--- config.mk ---
export PLATFORM = sky130hd
export DESIGN_NAME = clk_sel_top
export DESIGN_NICKNAME = d
export VERILOG_FILES = /design/src/clk_sel_pkg.sv /design/src/clk_sel_top.sv /design/src/loop_mode_decode.sv /design/src/loop_switch.sv
export SDC_FILE = /design/constraint.sdc
export NUM_CORES = 1
export LEC_CHECK = 0
export CORE_UTILIZATION = 50
export CTS_CLUSTER_DIAMETER = 200
export DETAILED_ROUTE_END_ITERATION = 12
export DONT_BUFFER_PORTS = 1
export PLACE_DENSITY_LB_ADDON = 0.12
export SYNTH_ARGS = -nofsm -noshare
export SYNTH_HDL_FRONTEND = slang
export SYNTH_SLANG_ARGS = --single-unit
--- constraint.sdc ---
create_clock -name CLK -period 5.8 [get_ports CLK]
set_input_delay 0.87 -clock CLK [delete_from_list [all_inputs] [get_ports CLK]]
set_output_delay 0.87 -clock CLK [all_outputs]
set_load 0.01 [all_outputs]
--- src/clk_sel_pkg.sv ---
// Overview of operation
// - power-on reset clears every writable configuration bit 7 to 31.
// - reset state selects the first loop, which follows the strap pins.
// - configuration bits 0-6 read back the current strap pin levels.
// - second loop always uses its own register multiplier and range fields.
// - after hard reset the second loop is off, high range (00) selected.
// - after reset release the core runs from the first loop at strap ratio.
// - setting loop select moves core to second loop within three bus cycles.
// - after a switch a status bit reports which loop clocks the core.
// - clearing loop select returns the core to the first loop.
// - first loop multiplier zero with internal control set turns it off.
// - range 00 means 600 MHz and above, 10 below, 01 and 11 reserved.
// - multiplier codes decode to off, bypass, half steps and integer ratios.
// - bypass clocks core from bus clock, loop disabled, ratio 1:1.
// - clock-off mode stops all internal clocking.
`default_nettype none
package clk_sel_pkg;

  // register byte offsets
  localparam logic [31:0] CFG_OFFSET    = 32'h0000_0000;
  localparam logic [31:0] STAT_OFFSET   = 32'h0000_0004;

  // configuration register fields
  localparam int          EXT_LSB       = 0;
  localparam int          EXT_MSB       = 6;
  localparam int          SEL_BIT       = 7;
  localparam int          INT_CTL_BIT   = 8;
  localparam int          L0_MULT_LSB   = 9;
  localparam int          L0_RANGE_LSB  = 14;
  localparam int          L1_MULT_LSB   = 16;
  localparam int          L1_RANGE_LSB  = 21;
  localparam logic [31:0] CFG_WR_MASK   = 32'hffff_ff80;
  localparam logic [31:0] CFG_RESET     = 32'h0000_0000;

  // status register fields
  localparam int          ST_ACTIVE     = 0;
  localparam int          ST_BUSY       = 1;
  localparam int          ST_FAULT      = 2;
  localparam int          ST_RUN        = 3;
  localparam int          ST_BYPASS     = 4;
  localparam int          ST_RANGE_LOW  = 5;
  localparam int          ST_RANGE_RSVD = 6;
  localparam int          ST_UNSUP      = 7;
  localparam int          ST_RATIO_LSB  = 8;

  // multiplier and range codes
  localparam logic [4:0]  OFF_LO_TOP    = 5'h01;
  localparam logic [4:0]  OFF_TOP_CODE  = 5'h1f;
  localparam logic [4:0]  BYPASS_LO     = 5'h02;
  localparam logic [4:0]  BYPASS_HI     = 5'h03;
  localparam logic [4:0]  UNSUP_LO      = 5'h04;
  localparam logic [4:0]  UNSUP_HI      = 5'h05;
  localparam logic [4:0]  HALF_FIRST    = 5'h04;
  localparam logic [4:0]  HALF_LAST     = 5'h13;
  localparam logic [4:0]  FULL_FIRST    = 5'h14;
  localparam logic [4:0]  FULL_LAST     = 5'h1e;
  localparam logic [4:0]  FULL_OFFSET   = 5'h0a;
  localparam logic [5:0]  BYPASS_RATIO  = 6'h02;
  localparam logic [1:0]  RANGE_HIGH    = 2'h0;
  localparam logic [1:0]  RANGE_LOW     = 2'h2;

  // bus cycles allowed from select write to completed switch
  localparam int          SWITCH_CYCLES = 3;

  typedef struct packed {
    logic [1:0] range;
    logic [4:0] mult;
  } loop_cfg_s;

  typedef struct packed {
    logic       off;
    logic       bypass;
    logic       unsupported;
    logic       half_step;
    logic [5:0] ratio_x2;
    logic       range_low;
    logic       range_rsvd;
  } loop_mode_s;

  typedef enum logic [2:0] {
    SW_IDLE = 3'b001,
    SW_DROP = 3'b010,
    SW_GAP  = 3'b100
  } sw_state_e;

endpackage
`default_nettype wire

--- src/clk_sel_top.sv ---
// Decided for this implementation: the placing of the registers and the APB register port.
`timescale 1ns/1ps
`default_nettype none
module clk_sel_top
  import clk_sel_pkg::*;
(
  // bus clock and hard reset
  input  wire logic        CLK,
  input  wire logic        RESET_N,
  // apb slave
  input  wire logic        PSEL,
  input  wire logic        PENABLE,
  input  wire logic        PWRITE,
  input  wire logic [31:0] PADDR,
  input  wire logic [31:0] PWDATA,
  output logic      [31:0] PRDATA,
  output logic             PREADY,
  output logic             PSLVERR,
  // strap pins
  input  wire logic [4:0]  EXT_MULT_STRAPS,
  input  wire logic [1:0]  EXT_RANGE_STRAPS,
  // loop controls
  output loop_cfg_s        FIRST_LOOP_CFG,
  output logic             FIRST_LOOP_ENABLE,
  output loop_cfg_s        SECOND_LOOP_CFG,
  output logic             SECOND_LOOP_ENABLE,
  // core clock selection
  output logic             CORE_FROM_FIRST_EN,
  output logic             CORE_FROM_SECOND_EN,
  output logic             CORE_BYPASS,
  output logic             CORE_CLOCK_RUN,
  output logic      [5:0]  CORE_BUS_RATIO,
  output logic             LOOP_SELECT_STATUS,
  output logic             CORE_EXEC_EN
);

  typedef struct packed {
    logic [6:0]  strap_s1;
    logic [6:0]  strap_s2;
    logic [6:0]  strap_latch;
    logic [31:0] cfg;
    logic [31:0] rdata;
    logic        fault;
    logic        run;
  } top_s;

  top_s q;
  top_s d;

  loop_mode_s mode0;
  loop_mode_s mode1;
  loop_mode_s act_mode;
  loop_mode_s tgt_mode;
  loop_cfg_s  cfg0;
  loop_cfg_s  cfg1;
  logic       active;
  logic       busy;
  logic       en_first;
  logic       en_second;
  logic       setup_rd;
  logic       access;
  logic       wr_cfg;
  logic       wr_stat;
  logic       fault_evt;
  logic [31:0] cfg_view;
  logic [31:0] stat_view;

  function automatic logic hit(input logic [31:0] a, input logic [31:0] o);
    return a == o;
  endfunction

  // first loop follows the straps caught at reset unless internally steered
  assign cfg0 = q.cfg[INT_CTL_BIT] ?
                loop_cfg_s'({q.cfg[L0_RANGE_LSB +: 2],
                             q.cfg[L0_MULT_LSB +: 5]}) :
                loop_cfg_s'(q.strap_latch);
  assign cfg1 = loop_cfg_s'({q.cfg[L1_RANGE_LSB +: 2],
                             q.cfg[L1_MULT_LSB +: 5]});

  loop_mode_decode u_dec0 (
    .cfg  (cfg0),
    .mode (mode0)
  );

  loop_mode_decode u_dec1 (
    .cfg  (cfg1),
    .mode (mode1)
  );

  loop_switch u_switch (
    .clk       (CLK),
    .reset_n   (RESET_N),
    .sel_req   (q.cfg[SEL_BIT]),
    .active    (active),
    .busy      (busy),
    .en_first  (en_first),
    .en_second (en_second)
  );

  assign act_mode = active ? mode1 : mode0;
  assign tgt_mode = PWDATA[SEL_BIT] ? mode1 : mode0;

  assign setup_rd = PSEL && !PENABLE && !PWRITE;
  assign access = PSEL && PENABLE;
  assign wr_cfg = access && PWRITE && hit(PADDR, CFG_OFFSET);
  assign wr_stat = access && PWRITE && hit(PADDR, STAT_OFFSET);

  // selecting an off loop or hopping between half steps is a software slip
  assign fault_evt = wr_cfg && (PWDATA[SEL_BIT] != q.cfg[SEL_BIT]) &&
                     (tgt_mode.off || (mode0.half_step && mode1.half_step));

  assign cfg_view = {q.cfg[31:EXT_MSB+1], q.strap_s2};

  always_comb begin
    stat_view = '0;
    stat_view[ST_ACTIVE] = active;
    stat_view[ST_BUSY] = busy;
    stat_view[ST_FAULT] = q.fault;
    stat_view[ST_RUN] = CORE_CLOCK_RUN;
    stat_view[ST_BYPASS] = act_mode.bypass;
    stat_view[ST_RANGE_LOW] = act_mode.range_low;
    stat_view[ST_RANGE_RSVD] = act_mode.range_rsvd;
    stat_view[ST_UNSUP] = act_mode.unsupported;
    stat_view[ST_RATIO_LSB +: 6] = act_mode.ratio_x2;
  end

  always_comb begin
    d = q;
    d.strap_s1 = {EXT_RANGE_STRAPS, EXT_MULT_STRAPS};
    d.strap_s2 = q.strap_s1;
    d.run = 1'b1;
    if (setup_rd) begin
      if (hit(PADDR, CFG_OFFSET)) begin
        d.rdata = cfg_view;
      end else if (hit(PADDR, STAT_OFFSET)) begin
        d.rdata = stat_view;
      end else begin
        d.rdata = '0;
      end
    end
    if (wr_cfg) begin
      d.cfg = PWDATA & CFG_WR_MASK;
    end
    if (wr_stat && PWDATA[ST_FAULT]) begin
      d.fault = 1'b0;
    end
    // a new fault in the clearing cycle survives
    if (fault_evt) begin
      d.fault = 1'b1;
    end
    if (!RESET_N) begin
      d.cfg = CFG_RESET;
      d.strap_latch = q.strap_s2;
      d.rdata = '0;
      d.fault = 1'b0;
      d.run = 1'b0;
    end
  end

  always_ff @(posedge CLK) begin
    q <= d;
  end

  // zero-wait slave; read data were registered in the setup cycle
  assign PREADY = 1'b1;
  assign PSLVERR = access &&
                   !(hit(PADDR, CFG_OFFSET) || hit(PADDR, STAT_OFFSET));
  assign PRDATA = q.rdata;

  assign FIRST_LOOP_CFG = cfg0;
  assign SECOND_LOOP_CFG = cfg1;
  // bypass parks the loop; off code powers it down
  assign FIRST_LOOP_ENABLE = !mode0.off && !mode0.bypass;
  assign SECOND_LOOP_ENABLE = !mode1.off && !mode1.bypass;
  assign CORE_FROM_FIRST_EN = en_first && !mode0.off;
  assign CORE_FROM_SECOND_EN = en_second && !mode1.off;
  assign CORE_BYPASS = act_mode.bypass;
  assign CORE_CLOCK_RUN = !act_mode.off && !busy;
  assign CORE_BUS_RATIO = act_mode.ratio_x2;
  assign LOOP_SELECT_STATUS = active;
  assign CORE_EXEC_EN = q.run && CORE_CLOCK_RUN;
endmodule
`default_nettype wire

--- src/loop_mode_decode.sv ---
`timescale 1ns/1ps
`default_nettype none
module loop_mode_decode
  import clk_sel_pkg::*;
(
  // loop setting in, decoded mode out
  input  wire loop_cfg_s  cfg,
  output loop_mode_s      mode
);

  function automatic loop_mode_s decode(input loop_cfg_s c);
    loop_mode_s m;
    logic [4:0] above;
    m = '0;
    above = 5'(c.mult - FULL_OFFSET);
    m.off = (c.mult <= OFF_LO_TOP) || (c.mult == OFF_TOP_CODE);
    m.bypass = (c.mult == BYPASS_LO) || (c.mult == BYPASS_HI);
    m.unsupported = (c.mult == UNSUP_LO) || (c.mult == UNSUP_HI);
    if (m.bypass) begin
      m.ratio_x2 = BYPASS_RATIO;
    end else if (c.mult >= HALF_FIRST && c.mult <= HALF_LAST) begin
      m.ratio_x2 = {1'b0, c.mult};
      m.half_step = c.mult[0];
    end else if (c.mult >= FULL_FIRST && c.mult <= FULL_LAST) begin
      m.ratio_x2 = {above, 1'b0};
    end
    m.range_low = (c.range == RANGE_LOW);
    m.range_rsvd = c.range[0];
    return m;
  endfunction

  assign mode = decode(cfg);

endmodule
`default_nettype wire

--- src/loop_switch.sv ---
`timescale 1ns/1ps
`default_nettype none
module loop_switch
  import clk_sel_pkg::*;
(
  // clock and synchronous reset
  input  wire logic clk,
  input  wire logic reset_n,
  // requested and reported source
  input  wire logic sel_req,
  output logic      active,
  output logic      busy,
  // clock gate enables, never both high
  output logic      en_first,
  output logic      en_second
);

  typedef struct packed {
    sw_state_e state;
    logic      target;
    logic      active;
  } sw_s;

  sw_s q;
  sw_s d;

  // break-before-make: both gates closed two cycles before the new one opens
  always_comb begin
    d = q;
    case (q.state)
      SW_IDLE: begin
        if (sel_req != q.active) begin
          d.state = SW_DROP;
          d.target = sel_req;
        end
      end
      SW_DROP: d.state = SW_GAP;
      SW_GAP: begin
        d.state = SW_IDLE;
        d.active = q.target;
      end
      default: d.state = SW_IDLE;
    endcase
    if (!reset_n) begin
      d.state = SW_IDLE;
      d.target = 1'b0;
      d.active = 1'b0;
    end
  end

  always_ff @(posedge clk) begin
    q <= d;
  end

  assign active = q.active;
  assign busy = (q.state != SW_IDLE);
  assign en_first = (q.state == SW_IDLE) && !q.active;
  assign en_second = (q.state == SW_IDLE) && q.active;
endmodule
`default_nettype wire

Word level (Yosys, flattened, before mapping)
Cells that the tools add are included.

Register bits: 85. Latch bits: 0. Bits in writable memories: 0. Bits in read-only memories: 0. Input bits: 76. Output and inout bits: 62. Logic and storage cells: 106. Memories: 0.

Add/subtract/negate cells: 2. Multiply operators: 0. Divide/modulo/power cells: 0. $lt $le $gt $ge: 10. Eq/ne operators: 20. Shift operators: 0. Muxes and demuxes: 20. Bitwise logic cells: 0. Reductions and logical operators: 44.

Operators with widths (number): 6-bit 2-to-1 mux (6); 32-bit by 3-bit equality test with 1-bit output (second input constant) (1); 32-bit logical NOT (1); 32-bit 2-to-1 mux (1); 12-bit 2-to-1 mux (2); 1-bit logical AND (23); 5-bit by 2-bit equality test with 1-bit output (second input constant) (4); 5-bit by 3-bit equality test with 1-bit output (second input constant) (4); 5-bit <= comparator (second input constant) (4); 14-bit 2-to-1 mux (1); 5-bit equality test (second input constant) (2); 5-bit by 3-bit greater-or-equal comparator with 1-bit output (second input constant) (2); 5-bit greater-or-equal comparator (second input constant) (2); 5-bit by 1-bit <= comparator with 1-bit output (second input constant) (2); 1-bit logical NOT (10); 5-bit by 4-bit subtractor with 5-bit output (second input constant) (2); 1-bit logical OR (8); 1-bit 2-to-1 mux (7); 7-bit 2-to-1 mux (1); 3-bit one-hot mux with 2 select lines (1); 2-bit equality test (second input constant) (2); 4-bit 2-to-1 mux (1); 3-bit by 1-bit equality test with 1-bit output (second input constant) (1); 3-bit by 2-bit equality test with 1-bit output (second input constant) (1); 6 further kinds (7).

Longest topological paths before layout
Word-level depth: 11. Mapped depth: 11. Gate-level depth less buffers: 9.

Modules after synthesis
From an unflattened synthesis, not the netlist that was laid out.

Cells, all modules: 421. Area, all modules: 4274.1 um^2.

Modules (own cells, without submodules): clk_sel_top (times used 1, cells each 323, area an instance 3542.1 um^2, seq. area each 1671.6 um^2); loop_mode_decode (times used 2, cells each 39, area an instance 254.0 um^2, seq. area each 0.0 um^2); loop_switch (times used 1, cells each 20, area an instance 224.0 um^2, seq. area each 100.1 um^2).

Worst setup path after synthesis
OpenSTA, ideal clock, no wires.

Kind: register to output. From: register q (netlist bit cfg_view[8]). To: output CORE_BUS_RATIO[2]. Arrival time: 2600 ps. Required time: 4930 ps. Path slack: 2330 ps. Stages on the path, launching flop included: 12. Path buffers: 2. Cell sequence: dfxtp_1 -> buf_2 -> buf_2 -> mux2i_1 -> inv_1 -> ha_1 -> or3_1 -> a32o_1 -> o2111ai_1 -> nor2_1 -> a21oi_1 -> nand2_1.

RTL lines: from (decl) (line clk_sel_top.sv:47) `top_s q;`; from (signal assigned) (line clk_sel_top.sv:161) `q <= d;`; to (decl) (line clk_sel_top.sv:32) `output logic [5:0] CORE_BUS_RATIO,`.

==> impl_metrics.yaml <==
cts:
  postCtsSetupRepairBufs: 0
  cts_resized: 0
  clkTransAtPathRegs_ns: 0.08
  cts_hold_buf: 0
  tritoncts: "done"
  cts.path.max_buffers: 2
  cts_root_buffer: "clkbuf_8"
  cts_buffers: 9
  clk_latency_ns: 0.35
  cts_htree_levels: 3
  clock-sinks: 85
yosys:
  ys.flop_type: "dfxtp_1"
  seq_area_frac_synth: 0.4032
  yosysWarnings: 0
  syn_avg_cell_area_um2: 9.232
  synth_edf_count: 7
  synthCells: 476
  ys_seq_elements: 85
  ys_types: 68
  syn_area_mm2: 0.004394
  synthArstFlopShare: 0
  syn_nets: 562
worst_setup_path:
  crit_family: "flip-flops"
  cp_slowest_cell: "dfxtp_1"
  cp.arrival_ns: 3.62
  endpoint_kind: "primary output"
  path_cells: "mux2i_1 -> inv_1 -> ha_1 -> and4b_1 -> o21ai_1 -> o2111ai_1 -> nor3b_1 -> o21ai_1 -> nand2_1"
  crit_buf_inv: 1
  critPathRequiredTime_ns: 4.93
  worstSetupStartpointType: "flip-flop"
  cpPeakStageDelay_ns: 0.87
  worstSetupPathType: "flip-flop to primary output"
  cp_common_cell: "o21ai_1"
  worst-path-max-fanout: 22
drt:
  route.antenna.remaining_nets: 0
  wl_um: 10440
  viasPerCell: 6.071
  wl_per_cell_um: 19.56
  first_pass_iters: 5
  drc: 0
  via_count: 3242
  initialDrtViolationCount: 158
power_and_ir_drop:
  p_switching_mw: 0.2673
  p_leak_nw: 1.506
  p_sw_frac: 0.2399
  combPwrFrac: 0.054
  pwr-share-clk: 0.403
  intPower_mw: 0.8471
  peakVddDrop_mv: 0.1334
  p_per_area_mw_per_mm2: 258.6
  seq_power_share: 0.543
grt:
  grt_max_degree: 61
  grt_pass1_wl_um: 15920
  grt_pass1_vias: 3047
  antenna_found_initial: 0
  grtUsageMet1: 0.2989
  grt.total_usage: 0.2310
  grt_overflow: 0
  use_met2: 0.3661
  use_met3: 0.07109
  top_usage_layer: "met2"
floorplan:
  fp.dieW_um: 95.75
  row_count: 33
  dieArea_mm2: 0.009167
  pin_count: 138
  core_region_area_mm2: 0.008341
  initial_utilization: 0.5269
  die_height_um: 95.75
layout:
  area_growth_pct: -1.936
  n_fill_cell: 796
  drive_gt1_frac: 0.07710
  postLayoutCellArea_mm2: 0.004309
  nNetsFinal: 510
  stdcell_count: 534
sta:
  hold_violations: 0
  tns_ns: 0
  setup_viol: 0
  timing.final.crit_share: 0.7743
  fmax_mhz: 222.7
  rsz0062_at_grt: "no"
  whs_ns: 0.3304
  tightest_slew_ns: 1.045
  slew_headroom: 0.3023
  period_minus_slack_ns: 4.491
  drv_slew: 0
  finalClockSkew_ns: 0.007485
place:
  dpl.hpwl_um: 7310
  gp_congestion: 0.8454
  portBuffers: 0
  place_area_mm2: 0.004093
  dp.cells: 518
job:
  drv_cap: 0
hold_path:
  holdCritPathClass: "flip-flop to flip-flop"
status:
  status: "complete, no violations"
## worst paths after layout
| kind | from | endpoint | slack (ns) | cells after the start |
|---|---|---|---|---|
| hold / removal | d[78] | cfg_view[5] | 0.33 | 0 |
| hold reg to reg | d[78] | cfg_view[5] | 0.33 | 0 |
| setup / recovery | cfg_view[8] | CORE_BUS_RATIO[3] | 1.31 | 9 |
| setup reg to reg | cfg_view[8] | PRDATA[12] | 2.40 | 9 |
## cell usage after synthesis (3+ instances only)
cell	instances	share of area
a2111oi_0	3	0.0060
a21o_1	4	0.0068
a21oi_1	12	0.014
a22oi_1	24	0.041
a31oi_1	3	0.0043
a32o_1	3	0.0068
and2_1	7	0.010
and3_1	7	0.010
and4_1	3	0.0060
buf_2	7	0.0080
buf_4	41	0.070
clkbuf_1	12	0.010
dfxtp_1	78	0.36
edfxtp_1	7	0.048
ha_1	10	0.028
inv_1	14	0.012
mux2i_1	35	0.080
nand2_1	17	0.015
nand3_1	10	0.011
nor2_1	66	0.056
nor2b_1	3	0.0043
nor3_1	7	0.0080
nor3b_1	4	0.0068
nor4_1	7	0.010
o2111ai_1	4	0.0080
o211ai_1	8	0.014
o21ai_0	13	0.015
o21ai_1	10	0.011
o311ai_1	3	0.0060
o31ai_1	3	0.0051
or3_1	3	0.0043
## registers in the layout, summed over array words and instances (netlist names)
signal,count
d,7
PRDATA,32
u_switch.q,4
cfg_view,25
q,9
SECOND_LOOP_CFG,7
u_switch.active,1
## power by group through the flow
stage / registers, mW / clock network (mW) / logic, mW
after floorplan: 0.617 / 0 / 0.0520
after global placement: 0.619 / 0 / 0.0603
after detailed placement: 0.619 / 0 / 0.0605
after CTS: 0.605 / 0.462 / 0.0606
after global routing: 0.607 / 0.486 / 0.0666
final: 0.605 / 0.449 / 0.0601
## cell type report
| type | instances | area (um2) | area share |
|---|---|---|---|
| Multi-Input combinational cell | 310 | 2115 | 0.4907 |
| Sequential cell | 85 | 1772 | 0.4112 |
| Clock buffer | 10 | 148.9 | 0.03455 |
| Tap cell | 105 | 131.4 | 0.03049 |
| Clock inverter | 5 | 65.06 | 0.01510 |
| Inverter | 16 | 60.06 | 0.01394 |
| Timing Repair Buffer | 2 | 15.01 | 0.003484 |
| Antenna cell | 1 | 2.502 | 0.0005807 |
## layout by cell type (no fill, tap or decap), types with 3 or more instances in the layout
| cell | n |
|---|---|
| and3_1 | 7 |
| nor3_1 | 7 |
| o31ai_1 | 3 |
| edfxtp_1 | 7 |
| nor2b_1 | 3 |
| a2111oi_0 | 3 |
| or3_1 | 3 |
| clkbuf_8 | 9 |
| a32o_1 | 3 |
| dfxtp_1 | 78 |
| nand3_1 | 10 |
| a21oi_1 | 12 |
| nor3b_1 | 4 |
| and2_1 | 7 |
| nand2_1 | 17 |
| a21o_1 | 4 |
| inv_1 | 14 |
| o21ai_0 | 13 |
| nor2_1 | 66 |
| a22oi_1 | 24 |
| o211ai_1 | 8 |
| nor4_1 | 7 |
| o21ai_1 | 10 |
| o311ai_1 | 3 |
| a31oi_1 | 3 |
| ha_1 | 10 |
| o2111ai_1 | 4 |
| mux2i_1 | 35 |
| and4_1 | 3 |
## layer usage
layer  wire [um]  vias up  share of wire
met5           0        -              0
met2        4812      132           0.46
met4         221        0          0.021
met1        4505     1527           0.43
li1            -     1567              -
met3         904       16          0.087
## worst register-to-register path: cells and delay by family (launching register included)
family | cells | cell delay [ns]
buffers and inverters | 1 | 0.27
adders and majority gates | 1 | 0.25
and+or+nand+nor | 1 | 0.30
AOI/OAI and AO/OA | 5 | 1.04
muxes | 1 | 0.57
DFF | 1 | 0.87
## through the flow
step	util	power [mW]	worst slack [ns]
6_report	0.5167	1.114	1.309
5_1_grt	0.5164	1.159	1.033
4_1_cts	0.5164	1.128	1.316
3_5_place_dp	0.4907	0.6796	1.722
3_3_place_gp	0.4907	0.6794	1.700
2_1_floorplan	-	0.6685	2.330
## cell families (layout without fill, tap and decap cells)
group	count (synthesis)	after routing	synth area share
AOI/OAI and AO/OA	104	104	0.1660
and+or+nand+nor	155	155	0.1942
xor gates and xnor gates	4	4	0.007974
adders and majority gates	10	10	0.02847
muxes	36	36	0.08229
DFF	85	85	0.4032
other	1	2	0.0008534
buffers and inverters	81	33	0.1170
Power figures use the tool's default switching activity.
